### config.mk
export PLATFORM = sky130hd
export DESIGN_NAME = wdtrw_top
export DESIGN_NICKNAME = d
export VERILOG_FILES = /design/src/verilog/wdtrw_top.v
export VERILOG_INCLUDE_DIRS = /design/src /design/src/verilog
export SDC_FILE = /design/constraint.sdc
export NUM_CORES = 1
export LEC_CHECK = 0
export BUFFER_PORTS_ARGS = -buffer_cell sky130_fd_sc_hd__clkbuf_2
export CAP_MARGIN = 20
export CORE_MARGIN = 2
export CORE_UTILIZATION = 47
export CTS_BUF_LIST = sky130_fd_sc_hd__clkbuf_4 sky130_fd_sc_hd__clkbuf_8 sky130_fd_sc_hd__clkbuf_16
export CTS_CLUSTER_DIAMETER = 120
export DETAILED_ROUTE_END_ITERATION = 10
export PLACE_DENSITY = 0.74
export SETUP_SLACK_MARGIN = 0.4
export SLEW_MARGIN = 20
export SYNTH_ARGS = -nofsm -noshare
export SYNTH_HDL_FRONTEND = slang
export SYNTH_SLANG_ARGS = --single-unit
### constraint.sdc
create_clock -name clk_in -period 2.9 [get_ports clk_in]
set_clock_uncertainty 0.15 [all_clocks]
set_input_delay 0.435 -clock clk_in [delete_from_list [all_inputs] [get_ports clk_in]]
set_output_delay 0.435 -clock clk_in [all_outputs]
set_load 0.02 [all_outputs]
### src/verilog/wdtrw_regs.vh
// register map, field positions, reset values and tick counts of the watchdog block
// assumes a 32-bit AHB-Lite slave port and a low-speed tick input sampled on clk_in
`ifndef WDTRW_REGS_VH
`define WDTRW_REGS_VH

// byte offsets of the word registers
`define WDTRW_ADDR_CTRL      4'h0
`define WDTRW_ADDR_STATUS    4'h4
`define WDTRW_ADDR_MASK      4'h8
`define WDTRW_ADDR_COUNT     4'hc
`define WDTRW_ADDR_W         4

// wd_control_reg fields
`define WDTRW_CTRL_RESTART   0
`define WDTRW_CTRL_RST_EN    1
`define WDTRW_CTRL_WAKE_EN   4
`define WDTRW_CTRL_IRQ_EN    6
`define WDTRW_CTRL_ENABLE    7
`define WDTRW_CTRL_SEL_LO    8
`define WDTRW_CTRL_SEL_HI    10
`define WDTRW_CTRL_RESET     32'h0000_0000

// status and mask fields, one bit per event
`define WDTRW_ST_TIMEOUT     0
`define WDTRW_ST_WAKE        1
`define WDTRW_ST_RESET       2
`define WDTRW_ST_W           3
`define WDTRW_ST_RESET_VAL   3'h0
`define WDTRW_MASK_RESET_VAL 3'h0

// counter and field widths in bits, interval base as a power of two, grace and hold figures in watchdog ticks
`define WDTRW_CNT_W          18
`define WDTRW_SEL_W          3
`define WDTRW_INTERVAL_BASE  4
`define WDTRW_GRACE_TICKS    1024
`define WDTRW_GRACE_W        11
`define WDTRW_HOLD_TICKS     63
`define WDTRW_HOLD_W         6

// nominal tick rate and system clock, used only to derive the tick period in clk_in cycles
`define WDTRW_TICK_HZ        10000
`define WDTRW_CLK_HZ         100000000

// ahb-lite encodings
`define WDTRW_HTRANS_NONSEQ  2'b10
`define WDTRW_HRESP_OKAY     1'b0

`endif

### src/verilog/wdtrw_top.v
// watchdog reset and wake-up timer with an AHB-Lite register slave and a masked interrupt
// assumes every input is synchronous to clk_in; wd_tick_clock_in is the low-speed watchdog clock
// sampled as a level, and rst_in is a power-on reset that the watchdog's own chip reset
// does not drive back into this block
//
// Contract
// - eighteen bit free running watchdog counter
// - enable bit seven starts upward counting
// - timeout sets flag; interrupt needs enable
// - grace delay of 1024 ticks follows
// - restart bit clears itself after counter clears
// - three bit select chooses interval
// - select values give two power intervals
// - grace expiry sets reset flag, resets chip
// - chip reset held sixty three ticks
// - reset flag survives watchdog reset
// - powered down timeout wakes the chip
// - counter runs on slow watchdog tick
//
// Chosen here: the AHB-Lite slave port and the placing of the registers.
`timescale 1ns/100ps
`include "wdtrw_regs.vh"

module wdtrw_top
#(
  parameter CNT_W = `WDTRW_CNT_W,      // watchdog counter width
  parameter GRACE = `WDTRW_GRACE_TICKS, // grace delay in ticks
  parameter HOLD  = `WDTRW_HOLD_TICKS   // chip reset length in ticks
)
(
  // clock and reset
  input  wire        clk_in,
  input  wire        rst_in,
  // ahb-lite slave
  input  wire        hsel_in,
  input  wire [31:0] haddr_in,
  input  wire [1:0]  htrans_in,
  input  wire        hwrite_in,
  input  wire [2:0]  hsize_in,
  input  wire [31:0] hwdata_in,
  input  wire        hready_in,
  output wire        hreadyout_out,
  output wire        hresp_out,
  output reg  [31:0] hrdata_out,
  // watchdog tick and power state
  input  wire        wd_tick_clock_in,
  input  wire        pwr_down_in,
  // outputs to the chip
  output reg         chip_reset_out,
  output reg         wake_out,
  output wire        irq_out
);

  // tick period in clk_in cycles, kept for reference by integrators
  // not read by the logic: ticks are edge-detected, so any rate below half of clk_in works
  localparam WD_TICK_PERIOD_CYC = `WDTRW_CLK_HZ / `WDTRW_TICK_HZ;

  // sequencer states, one-hot
  localparam [2:0] ST_COUNT = 3'b001;  // counting toward the interval
  localparam [2:0] ST_GRACE = 3'b010;  // grace delay after a timeout
  localparam [2:0] ST_HOLD  = 3'b100;  // chip reset being held

  // interval length for a select code: 2^(4 + 2*sel), one bit wider than the counter
  function [CNT_W:0] wdtrw_interval;
    input [`WDTRW_SEL_W-1:0] sel;
    begin
      wdtrw_interval = {{CNT_W{1'b0}}, 1'b1} << (`WDTRW_INTERVAL_BASE + 2 * sel);
    end
  endfunction

  // control register fields
  reg [`WDTRW_SEL_W-1:0]     interval_select;    // time-out interval code
  reg                        wd_enable_bit;      // counter runs while set
  reg                        timeout_irq_enable; // lets the timeout flag request an interrupt
  reg                        wake_enable;        // wake-up on timeout while powered down
  reg                        wd_reset_enable;    // grace expiry resets the chip
  reg                        counter_restart_bit;// pending restart, self-clearing

  // status and mask
  reg [`WDTRW_ST_W-1:0]      status;             // sticky event bits
  reg [`WDTRW_ST_W-1:0]      irq_mask;           // one enables the matching status bit

  // timer state
  reg [CNT_W-1:0]            wd_count;           // watchdog up-counter
  reg [`WDTRW_GRACE_W-1:0]   grace_count;        // ticks spent in grace
  reg [`WDTRW_HOLD_W-1:0]    hold_count;         // ticks of chip reset held
  reg [2:0]                  state;              // sequencer state
  reg                        tick_q;             // previous tick level for edge detect

  // ahb data-phase capture
  reg                        dp_write;           // write pending in data phase
  reg [`WDTRW_ADDR_W-1:0]    dp_addr;            // its byte offset

  // combinational helpers
  wire                       tick_rise;          // one cycle per watchdog tick
  wire                       addr_phase;         // a transfer is taken this edge
  wire [CNT_W:0]             count_inc;          // counter plus one, with carry
  wire                       timeout_hit;        // interval reached on this tick
  wire                       grace_end;          // last grace tick
  wire                       hold_end;           // last hold tick
  wire                       wr_ctrl;
  wire                       wr_status;
  wire                       wr_mask;
  wire [31:0]                ctrl_word;
  reg  [31:0]                next_rdata;
  reg  [`WDTRW_ST_W-1:0]     next_status;

  // zero-wait slave, always OKAY
  // no wait states: every register answers straight from flip-flops
  assign hreadyout_out = 1'b1;
  assign hresp_out     = `WDTRW_HRESP_OKAY;

  // pins are synchronous, so the tick is edge-detected directly
  assign tick_rise  = wd_tick_clock_in & ~tick_q;
  assign addr_phase = hsel_in & hready_in & (htrans_in == `WDTRW_HTRANS_NONSEQ);

  assign count_inc   = {1'b0, wd_count} + {{CNT_W{1'b0}}, 1'b1};
  // the carry bit lets the widest interval equal the full counter range
  assign timeout_hit = tick_rise & wd_enable_bit & (state == ST_COUNT) & ~counter_restart_bit
                       & (count_inc == wdtrw_interval(interval_select));
  assign grace_end   = tick_rise & (state == ST_GRACE)
                       & (grace_count == GRACE[`WDTRW_GRACE_W-1:0] - 1'b1);
  assign hold_end    = tick_rise & (state == ST_HOLD)
                       & (hold_count == HOLD[`WDTRW_HOLD_W-1:0] - 1'b1);

  // writes land at the end of the data phase; only the low address bits are decoded,
  // so the map repeats every sixteen bytes
  assign wr_ctrl   = dp_write & (dp_addr == `WDTRW_ADDR_CTRL);
  assign wr_status = dp_write & (dp_addr == `WDTRW_ADDR_STATUS);
  assign wr_mask   = dp_write & (dp_addr == `WDTRW_ADDR_MASK);

  // control word as software reads it
  assign ctrl_word = {21'h0, interval_select, wd_enable_bit, timeout_irq_enable, 1'b0,
                      wake_enable, 2'b00, wd_reset_enable, counter_restart_bit};

  // the timeout bit also needs its own enable, so either gate can silence it
  assign irq_out = |(status & irq_mask
                     & {{(`WDTRW_ST_W-1){1'b1}}, timeout_irq_enable});

  // tick edge detector
  // a tick already high when reset ends counts once; harmless, the counter is off then
  always @(posedge clk_in)
  begin
    if (rst_in)
      tick_q <= 1'b0;
    else
      tick_q <= wd_tick_clock_in;
  end

  // address phase capture; read data is prepared here so it stands in the data phase
  always @(posedge clk_in)
  begin
    if (rst_in)
    begin
      dp_write   <= 1'b0;
      dp_addr    <= {`WDTRW_ADDR_W{1'b0}};
      hrdata_out <= 32'h0000_0000;
    end
    else
    begin
      dp_write <= addr_phase & hwrite_in;
      dp_addr  <= haddr_in[`WDTRW_ADDR_W-1:0];
      if (addr_phase & ~hwrite_in)
        hrdata_out <= next_rdata;
    end
  end

  // read mux; unmapped offsets read as zero
  // the count is taken at the address phase and may lag a tick landing in the data phase
  always @*
  begin
    next_rdata = 32'h0000_0000;
    case (haddr_in[`WDTRW_ADDR_W-1:0])
      `WDTRW_ADDR_CTRL:   next_rdata = ctrl_word;
      `WDTRW_ADDR_STATUS: next_rdata = {29'h0, status};
      `WDTRW_ADDR_MASK:   next_rdata = {29'h0, irq_mask};
      `WDTRW_ADDR_COUNT:  next_rdata = {{(32-CNT_W){1'b0}}, wd_count};
      default:            next_rdata = 32'h0000_0000;
    endcase
  end

  // control register; a watchdog chip reset returns the controls to their reset values
  always @(posedge clk_in)
  begin
    if (rst_in)
    begin
      interval_select     <= 3'h0;
      wd_enable_bit       <= 1'b0;
      timeout_irq_enable  <= 1'b0;
      wake_enable         <= 1'b0;
      wd_reset_enable     <= 1'b0;
      counter_restart_bit <= 1'b0;
    end
    else if (hold_end)
    begin
      // the chip comes out of reset with the watchdog off
      interval_select     <= 3'h0;
      wd_enable_bit       <= 1'b0;
      timeout_irq_enable  <= 1'b0;
      wake_enable         <= 1'b0;
      wd_reset_enable     <= 1'b0;
      counter_restart_bit <= 1'b0;
    end
    else if (wr_ctrl)
    begin
      interval_select     <= hwdata_in[`WDTRW_CTRL_SEL_HI:`WDTRW_CTRL_SEL_LO];
      wd_enable_bit       <= hwdata_in[`WDTRW_CTRL_ENABLE];
      timeout_irq_enable  <= hwdata_in[`WDTRW_CTRL_IRQ_EN];
      wake_enable         <= hwdata_in[`WDTRW_CTRL_WAKE_EN];
      wd_reset_enable     <= hwdata_in[`WDTRW_CTRL_RST_EN];
      // writing zero never cancels a restart already pending
      counter_restart_bit <= counter_restart_bit | hwdata_in[`WDTRW_CTRL_RESTART];
    end
    // the counter clears on this same edge, so the bit reads back as one for one clock
    else if (counter_restart_bit)
      counter_restart_bit <= 1'b0;
  end

  // counter: restart wins, then counting while enabled; disable holds the value
  // it also runs through the grace delay; a timeout inside grace is ignored
  always @(posedge clk_in)
  begin
    if (rst_in)
      wd_count <= {CNT_W{1'b0}};
    else if (counter_restart_bit | hold_end)
      wd_count <= {CNT_W{1'b0}};
    else if (timeout_hit)
      wd_count <= {CNT_W{1'b0}};
    else if (tick_rise & wd_enable_bit & (state != ST_HOLD))
      wd_count <= count_inc[CNT_W-1:0];
  end

  // sequencer: count, grace, hold
  always @(posedge clk_in)
  begin
    if (rst_in)
    begin
      state       <= ST_COUNT;
      grace_count <= {`WDTRW_GRACE_W{1'b0}};
      hold_count  <= {`WDTRW_HOLD_W{1'b0}};
    end
    else
    begin
      case (state)
        ST_COUNT:
        begin
          // both tick counters are parked at zero here
          grace_count <= {`WDTRW_GRACE_W{1'b0}};
          hold_count  <= {`WDTRW_HOLD_W{1'b0}};
          if (timeout_hit)
            state <= ST_GRACE;
        end
        ST_GRACE:
        begin
          // a restart or a disable abandons the grace delay
          if (counter_restart_bit | ~wd_enable_bit)
          begin
            state       <= ST_COUNT;
            grace_count <= {`WDTRW_GRACE_W{1'b0}};
          end
          else if (grace_end)
          begin
            grace_count <= {`WDTRW_GRACE_W{1'b0}};
            // without reset enable the grace delay just lapses
            state <= wd_reset_enable ? ST_HOLD : ST_COUNT;
          end
          // counts to GRACE-1; grace_end then catches the last tick
          else if (tick_rise)
            grace_count <= grace_count + 1'b1;
        end
        ST_HOLD:
        begin
          // once issued the chip reset always runs its full length
          if (hold_end)
          begin
            state      <= ST_COUNT;
            hold_count <= {`WDTRW_HOLD_W{1'b0}};
          end
          else if (tick_rise)
            hold_count <= hold_count + 1'b1;
        end
        default:
        begin
          // an illegal code falls back to counting rather than issuing a reset
          state       <= ST_COUNT;
          grace_count <= {`WDTRW_GRACE_W{1'b0}};
          hold_count  <= {`WDTRW_HOLD_W{1'b0}};
        end
      endcase
    end
  end

  // chip reset and wake outputs
  // both registered so the chip sees no glitch; wake is one clock wide and must be latched
  always @(posedge clk_in)
  begin
    if (rst_in)
    begin
      chip_reset_out <= 1'b0;
      wake_out       <= 1'b0;
    end
    else
    begin
      chip_reset_out <= (state == ST_GRACE & grace_end & wd_reset_enable & wd_enable_bit
                         & ~counter_restart_bit)
                        | (state == ST_HOLD & ~hold_end);
      wake_out       <= timeout_hit & pwr_down_in & wake_enable;
    end
  end

  // sticky status: set wins over a write-one clear in the same cycle
  always @*
  begin
    next_status = status;
    if (wr_status)
      next_status = status & ~hwdata_in[`WDTRW_ST_W-1:0];
    if (timeout_hit)
      next_status[`WDTRW_ST_TIMEOUT] = 1'b1;
    if (timeout_hit & pwr_down_in & wake_enable)
      next_status[`WDTRW_ST_WAKE] = 1'b1;
    // same terms as the chip reset itself, so flag and reset never disagree
    if (state == ST_GRACE & grace_end & wd_reset_enable & wd_enable_bit & ~counter_restart_bit)
      next_status[`WDTRW_ST_RESET] = 1'b1;
  end

  // status and mask registers; only rst_in clears them, never the watchdog's own reset
  // a mask write is a plain store and never touches a status bit
  always @(posedge clk_in)
  begin
    if (rst_in)
    begin
      status   <= `WDTRW_ST_RESET_VAL;
      irq_mask <= `WDTRW_MASK_RESET_VAL;
    end
    else
    begin
      status <= next_status;
      if (wr_mask)
        irq_mask <= hwdata_in[`WDTRW_ST_W-1:0];
    end
  end

endmodule
==> impl_metrics.csv <==
group,metric,value,unit
clocking,cts_buffers,9,
clocking,cts_sinks,78,
die,ioPinCount,113,
worst_hold_path,holdPathStages,2,
drt,drt_wl_total,10000,um
worst_setup_path,cp_num_buf_inv,1,
drt,vias,3666,
sta,timing.final.crit_period,2.84,ns
clocking,cts_tree,"yes",
finish,insertedDiodeCount,0,
worst_setup_path,worstSetupPathType,"flip-flop to flip-flop",
power,power.density,425,nW/um^2
drt,vias_per_cell,5.62,
placement,gp_congestion,0.873,
die,start_util,49.0,%
finish,nNetsFinal,623,
sta,whs,0.143,ns
worst_hold_path,worst_hold_path_type,"input port to flip-flop",
worst_setup_path,path_cells,"ha_4 > or4b_4 > and3_4 > nor4b_4 > a211oi_2 > or3_1 > buf_4 > or4_4 > o21ai_1",
drt,drc,0,
placement,io_buffer_count,42,
worst_setup_path,r2r_end,"status[1]$_SDFFE_PP0P_",
sta,slew_viol_final,0,
power,leakagePower,1.85,nW
worst_setup_path,ff2ff_setup_slack,0.06,ns
sta,setup_viol,0,
clocking,ctsLongestPathBuffers,2,
drt,dr.pass1.iters,5,
power,power,0.00209,W
finish,synthToLayoutAreaGrowth,21.2,%
global_routing,grt_pass1_wl,16300,um
synthesis,synthCells,484,
drt,wl_per_cell,15.4,um
placement,hpwl,7200,um
worst_setup_path,end_kind,"flip-flop",
synthesis,synth_ff_type,"dfxtp_1",
worst_hold_path,holdPathEnd,"dp_addr[1]$_SDFF_PP0_",
worst_hold_path,min_from,"haddr_in[1]",
die,fp.dieH,97.1,um
synthesis,synth-edff-count,0,
synthesis,ys_warn_count,0,
worst_setup_path,crit_slowest_cell,"or4b_4",
synthesis,synth_largest_area_cell,"dfxtp_1",
global_routing,grt_max_degree,40,
run,cap_viol_max_count,0,
clocking,clk_latency,0.36,ns
die,fp.dieW,97.1,um
worst_setup_path,cp.required,3.04,ns
clocking,htree_num_levels,3,
clocking,cts.clk_slew.worst_paths,0.09,ns
sta,fin_crit_sh,98.0,%
synthesis,async_flop_share,0,%
synthesis,synth-seq-cells,78,
synthesis,yosysUniqueCellTypes,57,
synthesis,ys_seq_area_share,38.4,%
clocking,cts-root-buf,"clkbuf_8",
power,ir_drop,0.000392,V
die,core_area,8300,um^2
worst_setup_path,crit_arrival,2.98,ns
finish,drive_gt1_share,26.1,%
synthesis,synth_commonest_cells,"dfxtp_1, nor2_1, nand2_1, nand3_1, xor2_1",
worst_setup_path,rr_worst_depth,9,
worst_setup_path,max_stage_delay,0.50,ns
sta,rsz0062_at_grt,"true",
synthesis,synth_top_area_share,38.4,%
finish,final_util,59.4,%
sta,max_freq,352,MHz
synthesis,avgSynthCellArea,8.41,um^2
die,core.rowCount,33,
clocking,holdBufCountCts,0,
worst_setup_path,crit_fanout,5,
sta,setup_tns,0,ns
global_routing,grt_use_total,20.8,%
drt,drt_iter0_markers,192,
global_routing,grt_overflow_total,0,
outcome,run_status,"finished clean",
sta,hold_violations,0,
worst_setup_path,cp_top_family,"simple AND/OR/NAND/NOR gates",
synthesis,netlist_area,4070,um^2
synthesis,post-synth-top-count-cell,"dfxtp_1",
finish,fin_area,4930,um^2
global_routing,grt_pass1_vias,3498,
worst_setup_path,setup.worst_path.start_class,"flip-flop",
global_routing,antenna_found_initial,0,
worst_setup_path,r2r_start,"interval_select[2]$_SDFFE_PP0P_",
drt,ant_nets,0,
placement,dpl_cell_area,4480,um^2
synthesis,synth_area_leaders,"dfxtp_1, nor2_1, xor2_1",
die,die-area,9420,um^2
[timing repair]
item	CTS	global route
setup buffers	6	3
setup endpoints to repair	14	23
pin swaps	6	6
resized for setup	14	15
[sequential cells by signal (all words and copies together) (netlist names), 3 cells and up]
register         cells
irq_mask             3
status               3
hold_count           6
wd_count            18
grace_count         11
state                3
hrdata_out          18
dp_addr              4
interval_select      3
[area by class of cell]
| class | instances | area (um^2) |
|---|---|---|
| clock buffer | 10 | 138 |
| inverter | 5 | 18.8 |
| fill | 705 | 3370 |
| tap | 105 | 131 |
| timing repair buffer | 78 | 488 |
| multi-input combinational | 370 | 2500 |
| clock inverter | 6 | 91.3 |
| sequential | 78 | 1570 |
[power breakdown]
group | internal, W | switching [W] | total [W]
sequential | 0.00107 | 0.00000252 | 0.00108
clock | 0.000514 | 0.000427 | 0.000941
combinational | 0.0000240 | 0.0000536 | 0.0000777
total | 0.00161 | 0.000483 | 0.00209
[how the worst max path moves through the flow]
stage	startpoint	end	slack, ns	depth (start not counted)
floorplan	interval_select[1]$_SDFFE_PP0P_	state[0]$_SDFFE_PP1P_	0.18	8
global placement	interval_select[1]$_SDFFE_PP0P_	state[0]$_SDFFE_PP1P_	0.06	8
detailed placement	interval_select[1]$_SDFFE_PP0P_	state[0]$_SDFFE_PP1P_	0.07	8
CTS	wd_count[1]$_SDFFE_PP0P_	state[1]$_SDFFE_PP0P_	0.07	8
global route	interval_select[2]$_SDFFE_PP0P_	state[0]$_SDFFE_PP1P_	0.03	8
finish	interval_select[2]$_SDFFE_PP0P_	status[1]$_SDFFE_PP0P_	0.06	9
[metrics by stage]
stage	instances	setup slack (ns)
after global routing	652	0.0315
after CTS	649	0.0666
after global placement	627	0.0605
final	652	0.0584
after floorplan	498	0.180
after detailed placement	627	0.0710
[routing by layer]
layer	vias to the layer above	share of wire (%)	routed length (um)	track usage [%]
met5	-	0	0	0
met3	19	4.6	457	4.68
met4	0	1.7	172	6.72
met1	1746	42	4220	25.0
li1	1788	-	-	-
met2	113	52	5170	36.9
[cell usage in the layout, fill, tap and decap left out, drive strengths merged, types with 16 or more instances in the layout]
| master | instances |
|---|---|
| dfxtp | 78 |
| nor2 | 67 |
| clkbuf | 52 |
| buf | 36 |
| nand2 | 33 |
| nand3 | 27 |
| xor2 | 26 |
| a21oi | 22 |
| nor3 | 21 |
| a22oi | 19 |
| xnor2 | 17 |
| conb | 16 |
[cells by family after synthesis]
| family | share of synthesized area, % |
|---|---|
| compound gates | 11.2 |
| xor+xnor | 9.25 |
| fa+ha+maj | 1.54 |
| buf+inv | 6.24 |
| flops | 38.4 |
| mux | 3.60 |
| other cells | 0.185 |
| simple gates | 29.6 |
(Power assumes the default switching activity.)
